===== src/logic/compare_timer_pkg.sv =====
// constants shared by the dual mode compare timer
package compare_timer_pkg;

    // ------------------------------------------------------------------
    // register addresses
    // ------------------------------------------------------------------
    localparam logic [15:0] ADDR_CONTROL      = 16'hFFB6;
    localparam logic [15:0] ADDR_STATUS       = 16'hFFB7;
    localparam logic [15:0] ADDR_COUNT_HIGH   = 16'hFFB8;
    localparam logic [15:0] ADDR_COUNT_LOW    = 16'hFFB9;
    localparam logic [15:0] ADDR_COMPARE_HIGH = 16'hFFBA;
    localparam logic [15:0] ADDR_COMPARE_LOW  = 16'hFFBB;
    localparam logic [15:0] ADDR_CLOCK_STOP   = 16'hFFFA;

    // ------------------------------------------------------------------
    // reset values
    // ------------------------------------------------------------------
    localparam logic [7:0] CONTROL_RESET    = 8'h00;
    localparam logic [7:0] STATUS_RESET     = 8'h00;
    localparam logic [7:0] COUNT_RESET      = 8'h00;
    localparam logic [7:0] COMPARE_RESET    = 8'hFF;
    localparam logic [7:0] CLOCK_STOP_RESET = 8'hFF;
    localparam logic [7:0] WRITE_ONLY_READ  = 8'hFF;
    localparam logic [7:0] UNMAPPED_READ    = 8'h00;
    localparam logic [7:0] BYTE_ALL_ONES    = 8'hFF;

    // ------------------------------------------------------------------
    // timer_control fields
    // ------------------------------------------------------------------
    localparam int OUT_LEVEL_HIGH_BIT = 7;
    localparam int SEL_HIGH_TOP_BIT   = 6;
    localparam int SEL_HIGH_LSB       = 4;
    localparam int OUT_LEVEL_LOW_BIT  = 3;
    localparam int SEL_LOW_LSB        = 0;

    // ------------------------------------------------------------------
    // timer_control_status fields
    // ------------------------------------------------------------------
    localparam int OVF_HIGH_BIT   = 7;
    localparam int MATCH_HIGH_BIT = 6;
    localparam int OVIE_HIGH_BIT  = 5;
    localparam int CLEAR_HIGH_BIT = 4;
    localparam int OVF_LOW_BIT    = 3;
    localparam int MATCH_LOW_BIT  = 2;
    localparam int OVIE_LOW_BIT   = 1;
    localparam int CLEAR_LOW_BIT  = 0;

    // module_clock_stop field
    localparam int STANDBY_BIT = 2;

    // ------------------------------------------------------------------
    // clock select codes and prescaler taps
    // ------------------------------------------------------------------
    localparam logic [2:0] SEL_ALT_A    = 3'h0;
    localparam logic [2:0] SEL_ALT_B    = 3'h1;
    localparam logic [2:0] SEL_DIV32    = 3'h4;
    localparam logic [2:0] SEL_DIV16    = 3'h5;
    localparam logic [2:0] SEL_DIV4     = 3'h6;
    localparam logic [2:0] SEL_SUB_DIV4 = 3'h7;
    localparam int         PRESCALE_W   = 5;
    localparam logic [4:0] TAP_DIV32    = 5'h1F;
    localparam logic [3:0] TAP_DIV16    = 4'hF;
    localparam logic [1:0] TAP_DIV4     = 2'h3;
    localparam logic [1:0] SUB_TAP_DIV4 = 2'h3;

endpackage


===== src/logic/timer_pin_sync.sv =====
// two-stage synchroniser with edge pulses for an asynchronous pin
`timescale 1ns/10ps
module timer_pin_sync
    import compare_timer_pkg::*;
(
    // clock and reset
    input  wire logic clk,
    input  wire logic rst,
    // pin and edges
    input  wire logic pinIn,
    output logic      riseOut,
    output logic      fallOut
);
    logic stage1_reg;
    logic stage2_reg;
    logic last_reg;

    // ------------------------------------------------------------------
    // synchroniser
    // ------------------------------------------------------------------
    // idle high so an undriven event line never counts at reset
    always_ff @(posedge clk) begin
        if (rst) begin
            stage1_reg <= 1'b1;
            stage2_reg <= 1'b1;
            last_reg   <= 1'b1;
        end else begin
            stage1_reg <= pinIn;
            stage2_reg <= stage1_reg;
            last_reg   <= stage2_reg;
        end
    end

    assign riseOut = stage2_reg & ~last_reg;
    assign fallOut = ~stage2_reg & last_reg;
endmodule


===== src/logic/timer_tick_select.sv =====
// count-enable multiplexer for one counter half
`timescale 1ns/10ps
module timer_tick_select
    import compare_timer_pkg::*;
#(
    parameter bit LOW_HALF = 1'b1
) (
    // selection
    input  wire logic [2:0] selCode,
    input  wire logic       active,
    // tick sources
    input  wire logic       tickDiv32,
    input  wire logic       tickDiv16,
    input  wire logic       tickDiv4,
    input  wire logic       tickSub,
    input  wire logic       tickAlt,
    // result
    output logic            tickOut
);
    // ------------------------------------------------------------------
    // decode
    // ------------------------------------------------------------------
    // unavailable codes give no tick, the counter simply holds
    function automatic logic pickTick(input logic [2:0] code, input logic alt,
                                      input logic d32, input logic d16,
                                      input logic d4, input logic sub);
        case (code)
            SEL_ALT_A:    pickTick = alt;
            SEL_ALT_B:    pickTick = LOW_HALF ? alt : 1'b0;
            SEL_DIV32:    pickTick = d32;
            SEL_DIV16:    pickTick = d16;
            SEL_DIV4:     pickTick = d4;
            SEL_SUB_DIV4: pickTick = sub;
            default:      pickTick = 1'b0;
        endcase
    endfunction

    assign tickOut = active & pickTick(selCode, tickAlt, tickDiv32, tickDiv16,
                                       tickDiv4, tickSub);
endmodule


===== src/logic/dual_mode_compare_timer.sv =====
// 16-bit compare timer, splittable into two 8-bit timers
// Operation
// - select top zero joins halves into 16 bits; only high select zero cascades
// - 16-bit rollover sets high overflow flag
// - overflow request needs enable; irq needs mask
// - clear-high bit clears 16-bit counter on match
// - select top one splits into two counters
// - 8-bit rollover sets that half's overflow flag
// - each half clears on own match
// - 16-bit match sets flag and request together
// - 8-bit match sets half flag and request
// - compare match toggles associated output pin
// - writing level bit drives pin immediately
// - high select decode: cascade, none, four clocks
// - low select decode: event edges, four clocks
// - control register write-only, resets to zero
// - flag bits only cleared by writing zero
// - reset: counters zero, compares ones, status zero
// - 16-bit byte accesses pass temporary latch
// - event edge chosen by outside select bit
// - pin function change while low may count
// - standby bit zero halts the timer
`timescale 1ns/10ps
module dual_mode_compare_timer
    import compare_timer_pkg::*;
(
    // clock and reset
    input  wire logic        clk,
    input  wire logic        rst,
    // peripheral bus
    input  wire logic [15:0] addr,
    input  wire logic [7:0]  wrData,
    input  wire logic        wrEn,
    input  wire logic        rdEn,
    output logic      [7:0]  rdData,
    // pins
    input  wire logic        eventInputPin,
    input  wire logic        subClockPin,
    output logic             toggleOutHighPin,
    output logic             toggleOutLowPin,
    // outside control bits
    input  wire logic        eventEdgeSelect,
    input  wire logic        eventPinFunction,
    // interrupt controller
    input  wire logic        irqEnableHigh,
    input  wire logic        irqEnableLow,
    input  wire logic        irqClearHigh,
    input  wire logic        irqClearLow,
    output logic             irqRequestHigh,
    output logic             irqRequestLow,
    output logic             cpuIrqHigh,
    output logic             cpuIrqLow
);
    logic [7:0]            control_reg;
    logic [7:0]            status_reg;
    logic [7:0]            clockStop_reg;
    logic [7:0]            countHigh_reg;
    logic [7:0]            countLow_reg;
    logic [7:0]            compareHigh_reg;
    logic [7:0]            compareLow_reg;
    logic [7:0]            temp_reg;
    logic [3:0]            armed_reg;
    logic [PRESCALE_W-1:0] prescale_reg;
    logic [1:0]            subCount_reg;
    logic                  eqHighPrev_reg;
    logic                  eqLowPrev_reg;
    logic                  irqReqHigh_reg;
    logic                  irqReqLow_reg;
    logic                  outHigh_reg;
    logic                  outLow_reg;

    // ------------------------------------------------------------------
    // decode
    // ------------------------------------------------------------------
    logic wideMode, active;
    logic wrCtrl, wrStat, wrCntH, wrCntL, wrCmpH, wrCmpL, wrStop;
    logic rdStat, rdCntH;
    assign wideMode = ~control_reg[SEL_HIGH_TOP_BIT];
    assign active   = clockStop_reg[STANDBY_BIT];
    assign wrCtrl   = wrEn && addr == ADDR_CONTROL;
    assign wrStat   = wrEn && addr == ADDR_STATUS;
    assign wrCntH   = wrEn && addr == ADDR_COUNT_HIGH;
    assign wrCntL   = wrEn && addr == ADDR_COUNT_LOW;
    assign wrCmpH   = wrEn && addr == ADDR_COMPARE_HIGH;
    assign wrCmpL   = wrEn && addr == ADDR_COMPARE_LOW;
    assign wrStop   = wrEn && addr == ADDR_CLOCK_STOP;
    assign rdStat   = rdEn && addr == ADDR_STATUS;
    assign rdCntH   = rdEn && addr == ADDR_COUNT_HIGH;

    // ------------------------------------------------------------------
    // tick sources
    // ------------------------------------------------------------------
    logic evRise, evFall, subRise, evTick, tickSub;
    logic tickDiv32, tickDiv16, tickDiv4, tickLow, tickHigh;
    logic lowWrap;

    // with the pin function off the line idles high, so turning it on
    // while the pin is low looks like a falling edge
    timer_pin_sync eventSync (
        .clk     (clk),
        .rst     (rst),
        .pinIn   (eventPinFunction ? eventInputPin : 1'b1),
        .riseOut (evRise),
        .fallOut (evFall)
    );

    timer_pin_sync subSync (
        .clk     (clk),
        .rst     (rst),
        .pinIn   (subClockPin),
        .riseOut (subRise),
        .fallOut ()
    );

    assign evTick    = eventEdgeSelect ? evRise : evFall;
    assign tickSub   = subRise && subCount_reg == SUB_TAP_DIV4;
    assign tickDiv32 = prescale_reg == TAP_DIV32;
    assign tickDiv16 = prescale_reg[3:0] == TAP_DIV16;
    assign tickDiv4  = prescale_reg[1:0] == TAP_DIV4;

    always_ff @(posedge clk) begin
        if (rst) begin
            prescale_reg <= '0;
            subCount_reg <= '0;
        end else begin
            prescale_reg <= prescale_reg + 1'b1;
            if (subRise) begin
                subCount_reg <= subCount_reg + 1'b1;
            end
        end
    end

    timer_tick_select #(.LOW_HALF(1'b1)) lowSelect (
        .selCode   (control_reg[SEL_LOW_LSB +: 3]),
        .active    (active),
        .tickDiv32 (tickDiv32),
        .tickDiv16 (tickDiv16),
        .tickDiv4  (tickDiv4),
        .tickSub   (tickSub),
        .tickAlt   (evTick),
        .tickOut   (tickLow)
    );

    timer_tick_select #(.LOW_HALF(1'b0)) highSelect (
        .selCode   (control_reg[SEL_HIGH_LSB +: 3]),
        .active    (active),
        .tickDiv32 (tickDiv32),
        .tickDiv16 (tickDiv16),
        .tickDiv4  (tickDiv4),
        .tickSub   (tickSub),
        .tickAlt   (lowWrap),
        .tickOut   (tickHigh)
    );

    // ------------------------------------------------------------------
    // compare and counting
    // ------------------------------------------------------------------
    logic eqWide, eqHigh, eqLow, clrWide, clrHigh, clrLow;
    logic matchHighEvt, matchLowEvt, ovfHighEvt, ovfLowEvt;
    assign eqWide  = {countHigh_reg, countLow_reg} == {compareHigh_reg, compareLow_reg};
    assign eqHigh  = wideMode ? eqWide : countHigh_reg == compareHigh_reg;
    assign eqLow   = ~wideMode && countLow_reg == compareLow_reg;
    assign clrWide = wideMode && tickLow && eqWide && status_reg[CLEAR_HIGH_BIT];
    assign clrHigh = ~wideMode && tickHigh && eqHigh && status_reg[CLEAR_HIGH_BIT];
    assign clrLow  = ~wideMode && tickLow && eqLow && status_reg[CLEAR_LOW_BIT];
    assign lowWrap = tickLow && countLow_reg == BYTE_ALL_ONES && !clrWide && !clrLow;
    // equality is edge detected so a held match flags once
    assign matchHighEvt = eqHigh && !eqHighPrev_reg;
    assign matchLowEvt  = eqLow && !eqLowPrev_reg;
    assign ovfHighEvt   = wideMode
        ? lowWrap && countHigh_reg == BYTE_ALL_ONES
        : tickHigh && !clrHigh && countHigh_reg == BYTE_ALL_ONES;
    assign ovfLowEvt    = ~wideMode && lowWrap;

    // cpu writes win over a tick in the same cycle
    always_ff @(posedge clk) begin
        if (rst) begin
            countLow_reg <= COUNT_RESET;
        end else if (wrCntL) begin
            countLow_reg <= wrData;
        end else if (clrWide || clrLow) begin
            countLow_reg <= '0;
        end else if (tickLow) begin
            countLow_reg <= countLow_reg + 1'b1;
        end
    end

    always_ff @(posedge clk) begin
        if (rst) begin
            countHigh_reg <= COUNT_RESET;
        end else if (wideMode && wrCntL) begin
            countHigh_reg <= temp_reg;
        end else if (!wideMode && wrCntH) begin
            countHigh_reg <= wrData;
        end else if (clrWide || clrHigh) begin
            countHigh_reg <= '0;
        end else if (tickHigh) begin
            countHigh_reg <= countHigh_reg + 1'b1;
        end
    end

    always_ff @(posedge clk) begin
        if (rst) begin
            compareHigh_reg <= COMPARE_RESET;
            compareLow_reg  <= COMPARE_RESET;
        end else begin
            if (wideMode && wrCmpL) begin
                compareHigh_reg <= temp_reg;
            end else if (!wideMode && wrCmpH) begin
                compareHigh_reg <= wrData;
            end
            if (wrCmpL) begin
                compareLow_reg <= wrData;
            end
        end
    end

    always_ff @(posedge clk) begin
        if (rst) begin
            eqHighPrev_reg <= 1'b0;
            eqLowPrev_reg  <= 1'b0;
        end else begin
            eqHighPrev_reg <= eqHigh;
            eqLowPrev_reg  <= eqLow;
        end
    end

    // ------------------------------------------------------------------
    // temporary latch
    // ------------------------------------------------------------------
    // only an upper-then-lower pair moves a whole 16-bit value
    always_ff @(posedge clk) begin
        if (rst) begin
            temp_reg <= '0;
        end else if (wideMode && (wrCntH || wrCmpH)) begin
            temp_reg <= wrData;
        end else if (wideMode && rdCntH) begin
            temp_reg <= countLow_reg;
        end
    end

    // ------------------------------------------------------------------
    // control, standby and output pins
    // ------------------------------------------------------------------
    always_ff @(posedge clk) begin
        if (rst) begin
            control_reg   <= CONTROL_RESET;
            clockStop_reg <= CLOCK_STOP_RESET;
        end else begin
            if (wrCtrl) begin
                control_reg <= wrData;
            end
            if (wrStop) begin
                clockStop_reg <= wrData;
            end
        end
    end

    always_ff @(posedge clk) begin
        if (rst) begin
            outHigh_reg <= 1'b0;
            outLow_reg  <= 1'b0;
        end else begin
            if (wrCtrl) begin
                outHigh_reg <= wrData[OUT_LEVEL_HIGH_BIT];
            end else if (matchHighEvt) begin
                outHigh_reg <= ~outHigh_reg;
            end
            if (wrCtrl) begin
                outLow_reg <= wrData[OUT_LEVEL_LOW_BIT];
            end else if (matchLowEvt) begin
                outLow_reg <= ~outLow_reg;
            end
        end
    end

    assign toggleOutHighPin = outHigh_reg;
    assign toggleOutLowPin  = outLow_reg;

    // ------------------------------------------------------------------
    // status flags and interrupt requests
    // ------------------------------------------------------------------
    logic [3:0] flagSet, flagNow, flagWrZero;
    assign flagSet    = {ovfHighEvt, matchHighEvt, ovfLowEvt, matchLowEvt};
    assign flagNow    = {status_reg[OVF_HIGH_BIT], status_reg[MATCH_HIGH_BIT],
                         status_reg[OVF_LOW_BIT], status_reg[MATCH_LOW_BIT]};
    assign flagWrZero = ~{wrData[OVF_HIGH_BIT], wrData[MATCH_HIGH_BIT],
                          wrData[OVF_LOW_BIT], wrData[MATCH_LOW_BIT]};

    logic [3:0] flagNext;
    always_comb begin
        flagNext = flagNow;
        if (wrStat) begin
            flagNext = flagNow & ~(flagWrZero & armed_reg);
        end
        flagNext = flagNext | flagSet; // set wins over clear
    end

    always_ff @(posedge clk) begin
        if (rst) begin
            status_reg <= STATUS_RESET;
            armed_reg  <= '0;
        end else begin
            status_reg[OVF_HIGH_BIT]   <= flagNext[3];
            status_reg[MATCH_HIGH_BIT] <= flagNext[2];
            status_reg[OVF_LOW_BIT]    <= flagNext[1];
            status_reg[MATCH_LOW_BIT]  <= flagNext[0];
            if (wrStat) begin
                status_reg[OVIE_HIGH_BIT]  <= wrData[OVIE_HIGH_BIT];
                status_reg[CLEAR_HIGH_BIT] <= wrData[CLEAR_HIGH_BIT];
                status_reg[OVIE_LOW_BIT]   <= wrData[OVIE_LOW_BIT];
                status_reg[CLEAR_LOW_BIT]  <= wrData[CLEAR_LOW_BIT];
                armed_reg <= '0;
            end else if (rdStat) begin
                armed_reg <= armed_reg | flagNow;
            end
        end
    end

    always_ff @(posedge clk) begin
        if (rst) begin
            irqReqHigh_reg <= 1'b0;
            irqReqLow_reg  <= 1'b0;
        end else begin
            irqReqHigh_reg <= (irqReqHigh_reg && !irqClearHigh) || matchHighEvt
                              || (ovfHighEvt && status_reg[OVIE_HIGH_BIT]);
            irqReqLow_reg  <= (irqReqLow_reg && !irqClearLow) || matchLowEvt
                              || (ovfLowEvt && status_reg[OVIE_LOW_BIT]);
        end
    end

    assign irqRequestHigh = irqReqHigh_reg;
    assign irqRequestLow  = irqReqLow_reg;
    assign cpuIrqHigh     = irqReqHigh_reg & irqEnableHigh;
    assign cpuIrqLow      = irqReqLow_reg & irqEnableLow;

    // ------------------------------------------------------------------
    // read data
    // ------------------------------------------------------------------
    always_ff @(posedge clk) begin
        if (rst) begin
            rdData <= '0;
        end else if (rdEn) begin
            case (addr)
                ADDR_CONTROL:      rdData <= WRITE_ONLY_READ;
                ADDR_STATUS:       rdData <= status_reg;
                ADDR_COUNT_HIGH:   rdData <= countHigh_reg;
                ADDR_COUNT_LOW:    rdData <= wideMode ? temp_reg : countLow_reg;
                ADDR_COMPARE_HIGH: rdData <= compareHigh_reg;
                ADDR_COMPARE_LOW:  rdData <= compareLow_reg;
                ADDR_CLOCK_STOP:   rdData <= clockStop_reg;
                default:           rdData <= UNMAPPED_READ;
            endcase
        end
    end
endmodule


===== config.mk =====
export PLATFORM = sky130hd
export DESIGN_NAME = dual_mode_compare_timer
export DESIGN_NICKNAME = d
export VERILOG_FILES = /design/src/logic/compare_timer_pkg.sv /design/src/logic/timer_pin_sync.sv /design/src/logic/timer_tick_select.sv /design/src/logic/dual_mode_compare_timer.sv
export SDC_FILE = /design/constraint.sdc
export NUM_CORES = 1
export LEC_CHECK = 0
export BUFFER_PORTS_ARGS = -buffer_cell sky130_fd_sc_hd__buf_2
export CORE_MARGIN = 1
export CORE_UTILIZATION = 30
export CTS_CLUSTER_DIAMETER = 40
export DETAILED_ROUTE_END_ITERATION = 16
export PLACE_DENSITY = 0.44
export SETUP_SLACK_MARGIN = 0.05
export SYNTH_ARGS = -nofsm -noshare
export SYNTH_HDL_FRONTEND = slang
export SYNTH_HIERARCHICAL = 1
export SYNTH_SLANG_ARGS = --single-unit

===== constraint.sdc =====
create_clock -name clk -period 4 [get_ports clk]
set_input_delay 0.2 -clock clk [delete_from_list [all_inputs] [get_ports clk]]
set_output_delay 0.2 -clock clk [all_outputs]
set_load 0.01 [all_outputs]

# Word-level counts from Yosys, hierarchy flattened

Cells that the tools add are included.

Register bits after elaboration: 94
Output and inout bits: 14

Bitwise logic cells: 20
Equality and inequality tests: 25
Add/subtract/negate cells: 4
Mux-type cells: 23
Reduce and logical (&&, ||, !) cells: 64

Operators by type and width:

| kind                                                          | count |
|---|---|
| 16-bit == test, second input constant                         | 7 |
| 8-bit two-way mux                                             | 12 |
| 8-bit case mux with 7 select lines                            | 1 |
| 1-bit logical AND                                             | 39 |
| 3-bit == test, second input constant                          | 8 |
| 8-bit by 1-bit adder with 8-bit output, second input constant | 2 |
| 16-bit == test                                                | 1 |
| 8-bit == test                                                 | 2 |
| 8-bit == test, second input constant                          | 2 |
| 1-bit case mux with 5 select lines                            | 2 |
| 4-bit AND                                                     | 2 |
| 4-bit NOT                                                     | 2 |
| 4-bit OR                                                      | 2 |
| 2-bit nonzero test                                            | 4 |
| 1-bit AND                                                     | 7 |
| 1-bit logical NOT                                             | 7 |
| 1-bit logical OR                                              | 7 |
| 1-bit two-way mux                                             | 7 |
| 1-bit NOT                                                     | 7 |
| 3-bit logical NOT                                             | 2 |
| 2-bit OR reduction                                            | 3 |
| 5-bit by 1-bit adder with 5-bit output, second input constant | 1 |
| 5-bit == test, second input constant                          | 1 |
| 2-bit == test, second input constant                          | 2 |
| 6 further kinds                                               | 6 |

# Depth between registers and ports, before layout

Word-level depth: 22
Depth in mapped cells: 20
Mapped depth without buffers: 17

# By module

Netlist, hierarchy kept.

Modules (own cells, without submodules):

| module                         | times used | area each (um2) | cells each |
|---|---|---|---|
| dual_mode_compare_timer        | 1          | 4966.0          | 572 |
| timer_pin_sync                 | 2          | 92.6            | 8 |
| timer_tick_select (highSelect) | 1          | 53.8            | 7 |
| timer_tick_select (lowSelect)  | 1          | 50.0            | 6 |

# Worst setup path before layout

No wires, ideal clock.

Kind: flip-flop to flip-flop
From: register prescale_reg[0]
To: register countHigh_reg[0]
Library setup time: 0.086 ns
Data arrival time: 3.775 ns
Period minus slack after synthesis: 3.861 ns
Slack: 0.139 ns
Required time: 3.914 ns
Cell stages (with the launch flop): 21
Path through: dfxtp_1 -> ha_1 -> and3_1 -> ha_1 -> mux2i_1 -> a211o_1 -> a21boi_2 -> buf_2 -> nand2_1 -> or3_1 -> a21oi_1 -> nor4b_1 -> nand2_1 -> o221ai_1 -> clkbuf_1 -> nand2_1 -> o21ai_0 -> o2111ai_4 -> and3b_1 -> buf_6 -> a221oi_2

Longest elaborated chain between the ends: 18

Ends and longest elaborated chain:

| what                                   | RTL line                       | text |
|---|---|---|
| start, declared                        | dual_mode_compare_timer.sv:63  | `logic [PRESCALE_W-1:0] prescale_reg;` |
| start signal, assigned                 | dual_mode_compare_timer.sv:126 | `prescale_reg <= prescale_reg + 1'b1;` |
| 2-bit == test (*)                      | dual_mode_compare_timer.sv:119 | `assign tickDiv4 = prescale_reg[1:0] == TAP_DIV4;` |
| net tickDiv4                           | dual_mode_compare_timer.sv:94  | `logic tickDiv32, tickDiv16, tickDiv4, tickLow, tickHigh;` |
| 1-bit case mux with 5 select lines (*) | timer_tick_select.sv:27        | `case (code)` |
| 1-bit AND (*)                          | timer_tick_select.sv:38        | `assign tickOut = active & pickTick(selCode, tickAlt, tickDiv32, tickDiv16,` |
| net tickLow                            | dual_mode_compare_timer.sv:94  |  |
| 1-bit logical AND (3 in a row)         | dual_mode_compare_timer.sv:163 | `assign clrWide = wideMode && tickLow && eqWide && status_reg[CLEAR_HIGH_BIT];` |
| 1-bit logical NOT                      | dual_mode_compare_timer.sv:166 | `assign lowWrap = tickLow && countLow_reg == BYTE_ALL_ONES && !clrWide && !clrLow;` |
| 1-bit logical AND                      | dual_mode_compare_timer.sv:166 |  |
| (+1 left out)                          | --                             |  |
| net lowWrap                            | dual_mode_compare_timer.sv:95  | `logic lowWrap;` |
| 1-bit case mux with 5 select lines (*) | timer_tick_select.sv:27        |  |
| 1-bit AND (*)                          | timer_tick_select.sv:38        |  |
| net tickHigh                           | dual_mode_compare_timer.sv:94  |  |
| 1-bit logical AND (3 in a row)         | dual_mode_compare_timer.sv:164 | `assign clrHigh = ~wideMode && tickHigh && eqHigh && status_reg[CLEAR_HIGH_BIT];` |
| 1-bit logical OR                       | dual_mode_compare_timer.sv:195 | `end else if (clrWide \|\| clrHigh) begin` |
| 8-bit two-way mux                      | dual_mode_compare_timer.sv:195 |  |
| 8-bit two-way mux                      | dual_mode_compare_timer.sv:193 | `end else if (!wideMode && wrCntH) begin` |
| 8-bit two-way mux                      | dual_mode_compare_timer.sv:191 | `end else if (wideMode && wrCntL) begin` |
| end signal, assigned                   | dual_mode_compare_timer.sv:192 | `countHigh_reg <= temp_reg;` |
| end signal, assigned                   | dual_mode_compare_timer.sv:194 | `countHigh_reg <= wrData;` |
| end signal, assigned                   | dual_mode_compare_timer.sv:198 | `countHigh_reg <= countHigh_reg + 1'b1;` |
| end, declared                          | dual_mode_compare_timer.sv:57  | `logic [7:0] countHigh_reg;` |

Mark *: on every way through the listed nets, which the timed path passes. The rest lies on a longest branch.
A chain may end at the register's enable or synchronous reset.

# Worst setup path in the final report

From: register prescale_reg[0]
To: register countHigh_reg[6]

The elaborated chain is that of the path after synthesis.

==> qor.csv <==
metric;value;unit
GR Util All Layers;0.199;
Via Count;4709;
R2R cell count;17;
Area growth syn-to-layout;13.2;%
most frequent cells in the layout;dfxtp_1, nand2_1, buf_2;
I/O pin count;50;
critical path class;flip-flop to flip-flop;
DIE AREA;18000;sq um
initial antenna violation count;0;
slowest CP cell;or3_1;
Critical Path Most Common Cell;nand2_1;
number of buffers created by CTS;9;
core area;16800;sq um
DRT iter0 DRCs;395;
fin. max-slew vios;0;
CTS tree;yes;
max cap viols;0;
Power Density;328;nW/um^2
DP Worst Slack;0.0788;ns
Starting Density;0.312;
Worst R2R Setup Slack;0.41;ns
crit start category;flip-flop;
RD Place Congestion;0.855;
RSZ-0062 raised after global routing;no;
R2R Path End;countHigh_reg[6]$_SDFFE_PP0P_;
crit-path cells;ha_1, and3_1, ha_1, mux2i_1, a211o_1, a21boi_2, nand2_1, or3_1, a21oi_1, nor4b_2, nand2_1, o221ai_1, nand2_1, o21ai_1, o2111ai_4, and3b_4, a221oi_2;
WHS Endpoint;subSync/stage1_reg$_SDFF_PP1_;
global-route wire length before repair;26.8;mm
Final Cell Area;5940;sq um
row count;47;
CP required;4.27;ns
global route overflow;0;
post-route ant nets;0;
FMAX;278;MHz
most common cell after layout, fill and taps aside;dfxtp_1;
Nets;672;
synthesized area per cell;8.75;sq um
Die X;134;microns
clk_lat worst skew;0.36;ns
fin crit period;3.59;ns
fin util;0.353;
post-route setup TNS;0;ns
Max stage delay on crit path;0.38;ns
Post-Syn Nets;641;
P_leak;2.05;nW
Final Worst Setup Slack;0.407;ns
CP delay by family, top;simple AND/OR/NAND/NOR gates;
drt total wl;17.1;mm
DR DRC count;0;
placed inst area;5620;sq um
Multi-input gate area;3090;sq um
Critical Path End Type;flip-flop;
clk sinks;93;
Buffers & Inverters on Critical Path;0;
worst min-delay path class;input port to flip-flop;
clk root buf;clkbuf_16;
Synth Cell Area;5250;sq um
reg2reg start;prescale_reg[0]$_SDFF_PP0_;
share of layout cells above drive strength 1;0.198;
synthesized instance count;600;
CP arrival;3.86;ns
Final Hold Viols;0;
# diodes;0;
Worst VDD drop;0.222;mV
Final setup viols;0;
CP max FO;8;
WL/cell;20.0;microns
Worst Hold Path Cells;2;
status;complete, no violations;
port bufs;49;
vias in the first global route;4466;
Fillers;1799;
DR vias/cell;5.50;
H-tree depth;3;
worst min-delay path startpoint;subClockPin;
Clock Path Buffers;2;
final worst path period share;0.898;
Die Ht;134;microns
Detail Placement HPWL;12.3;mm
largest net degree at the start of global routing;53;
Synth Warn #;6;
clock skew;0.0103;ns
slew of the pin with the lowest slew margin;0.883;ns
1st-pass router iterations;5;
Clock transition at path regs;0.07;ns
Reg area;1860;sq um
Worst slew margin;0.412;
==> repair_timing <==
| action | CTS | global route |
|---|---|---|
| hold buffers | 0 | 0 |
| setup buffers | 0 | 2 |
| endpoints found under the setup margin | 0 | 8 |
| hold endpoints to repair | 0 | 0 |
| gates resized for setup | 0 | 4 |
==> stage by stage <==
stage	cells	power (mW)	hold WS (ns)
after CTS	854	1.97	0.0227
after detailed placement	838	1.08	0.393
after floorplan	600	1.03	0.297
final	856	1.95	0.0304
after global placement	838	1.08	0.384
after global routing	856	2.02	0.0336
==> where the power goes <==
part | internal (mW) | leakage, nW | switching, mW | total [mW]
registers | 0.932 | 0.752 | 0.00651 | 0.938
logic | 0.0418 | 1.15 | 0.0824 | 0.124
clock network | 0.492 | 0.148 | 0.396 | 0.888
total | 1.47 | 2.05 | 0.485 | 1.95
==> layer usage <==
metal  up-vias  GRT usage  share of wire
met1      2306      0.281           0.49
met4         0     0.0699          0.029
met5         -          0              0
met3        26     0.0397          0.041
li1       2251          -              -
met2       126      0.298           0.44
==> layout make-up <==
type	instances	share of cell area
Inverter	23	0.0145
Timing Repair Buffer	60	0.0552
Multi-Input combinational cell	444	0.520
Sequential cell	93	0.313
Clock buffer	10	0.0385
Tap cell	220	0.0463
Clock inverter	6	0.0118
==> how the worst max path moves through the flow <==
stage	start	to	slack, ns	cells past startpoint
final	prescale_reg[0]$_SDFF_PP0_	countHigh_reg[6]$_SDFFE_PP0P_	0.41	17
after global routing	prescale_reg[0]$_SDFF_PP0_	countHigh_reg[6]$_SDFFE_PP0P_	0.06	17
after CTS	prescale_reg[0]$_SDFF_PP0_	countHigh_reg[6]$_SDFFE_PP0P_	0.06	17
after detailed placement	prescale_reg[0]$_SDFF_PP0_	countHigh_reg[1]$_SDFFE_PP0P_	0.08	17
after global placement	prescale_reg[0]$_SDFF_PP0_	countHigh_reg[4]$_SDFFE_PP0P_	0.23	17
after floorplan	prescale_reg[0]$_SDFF_PP0_	countHigh_reg[0]$_SDFFE_PP0P_	0.14	20
No activity file was read; power rests on OpenSTA's default activity.
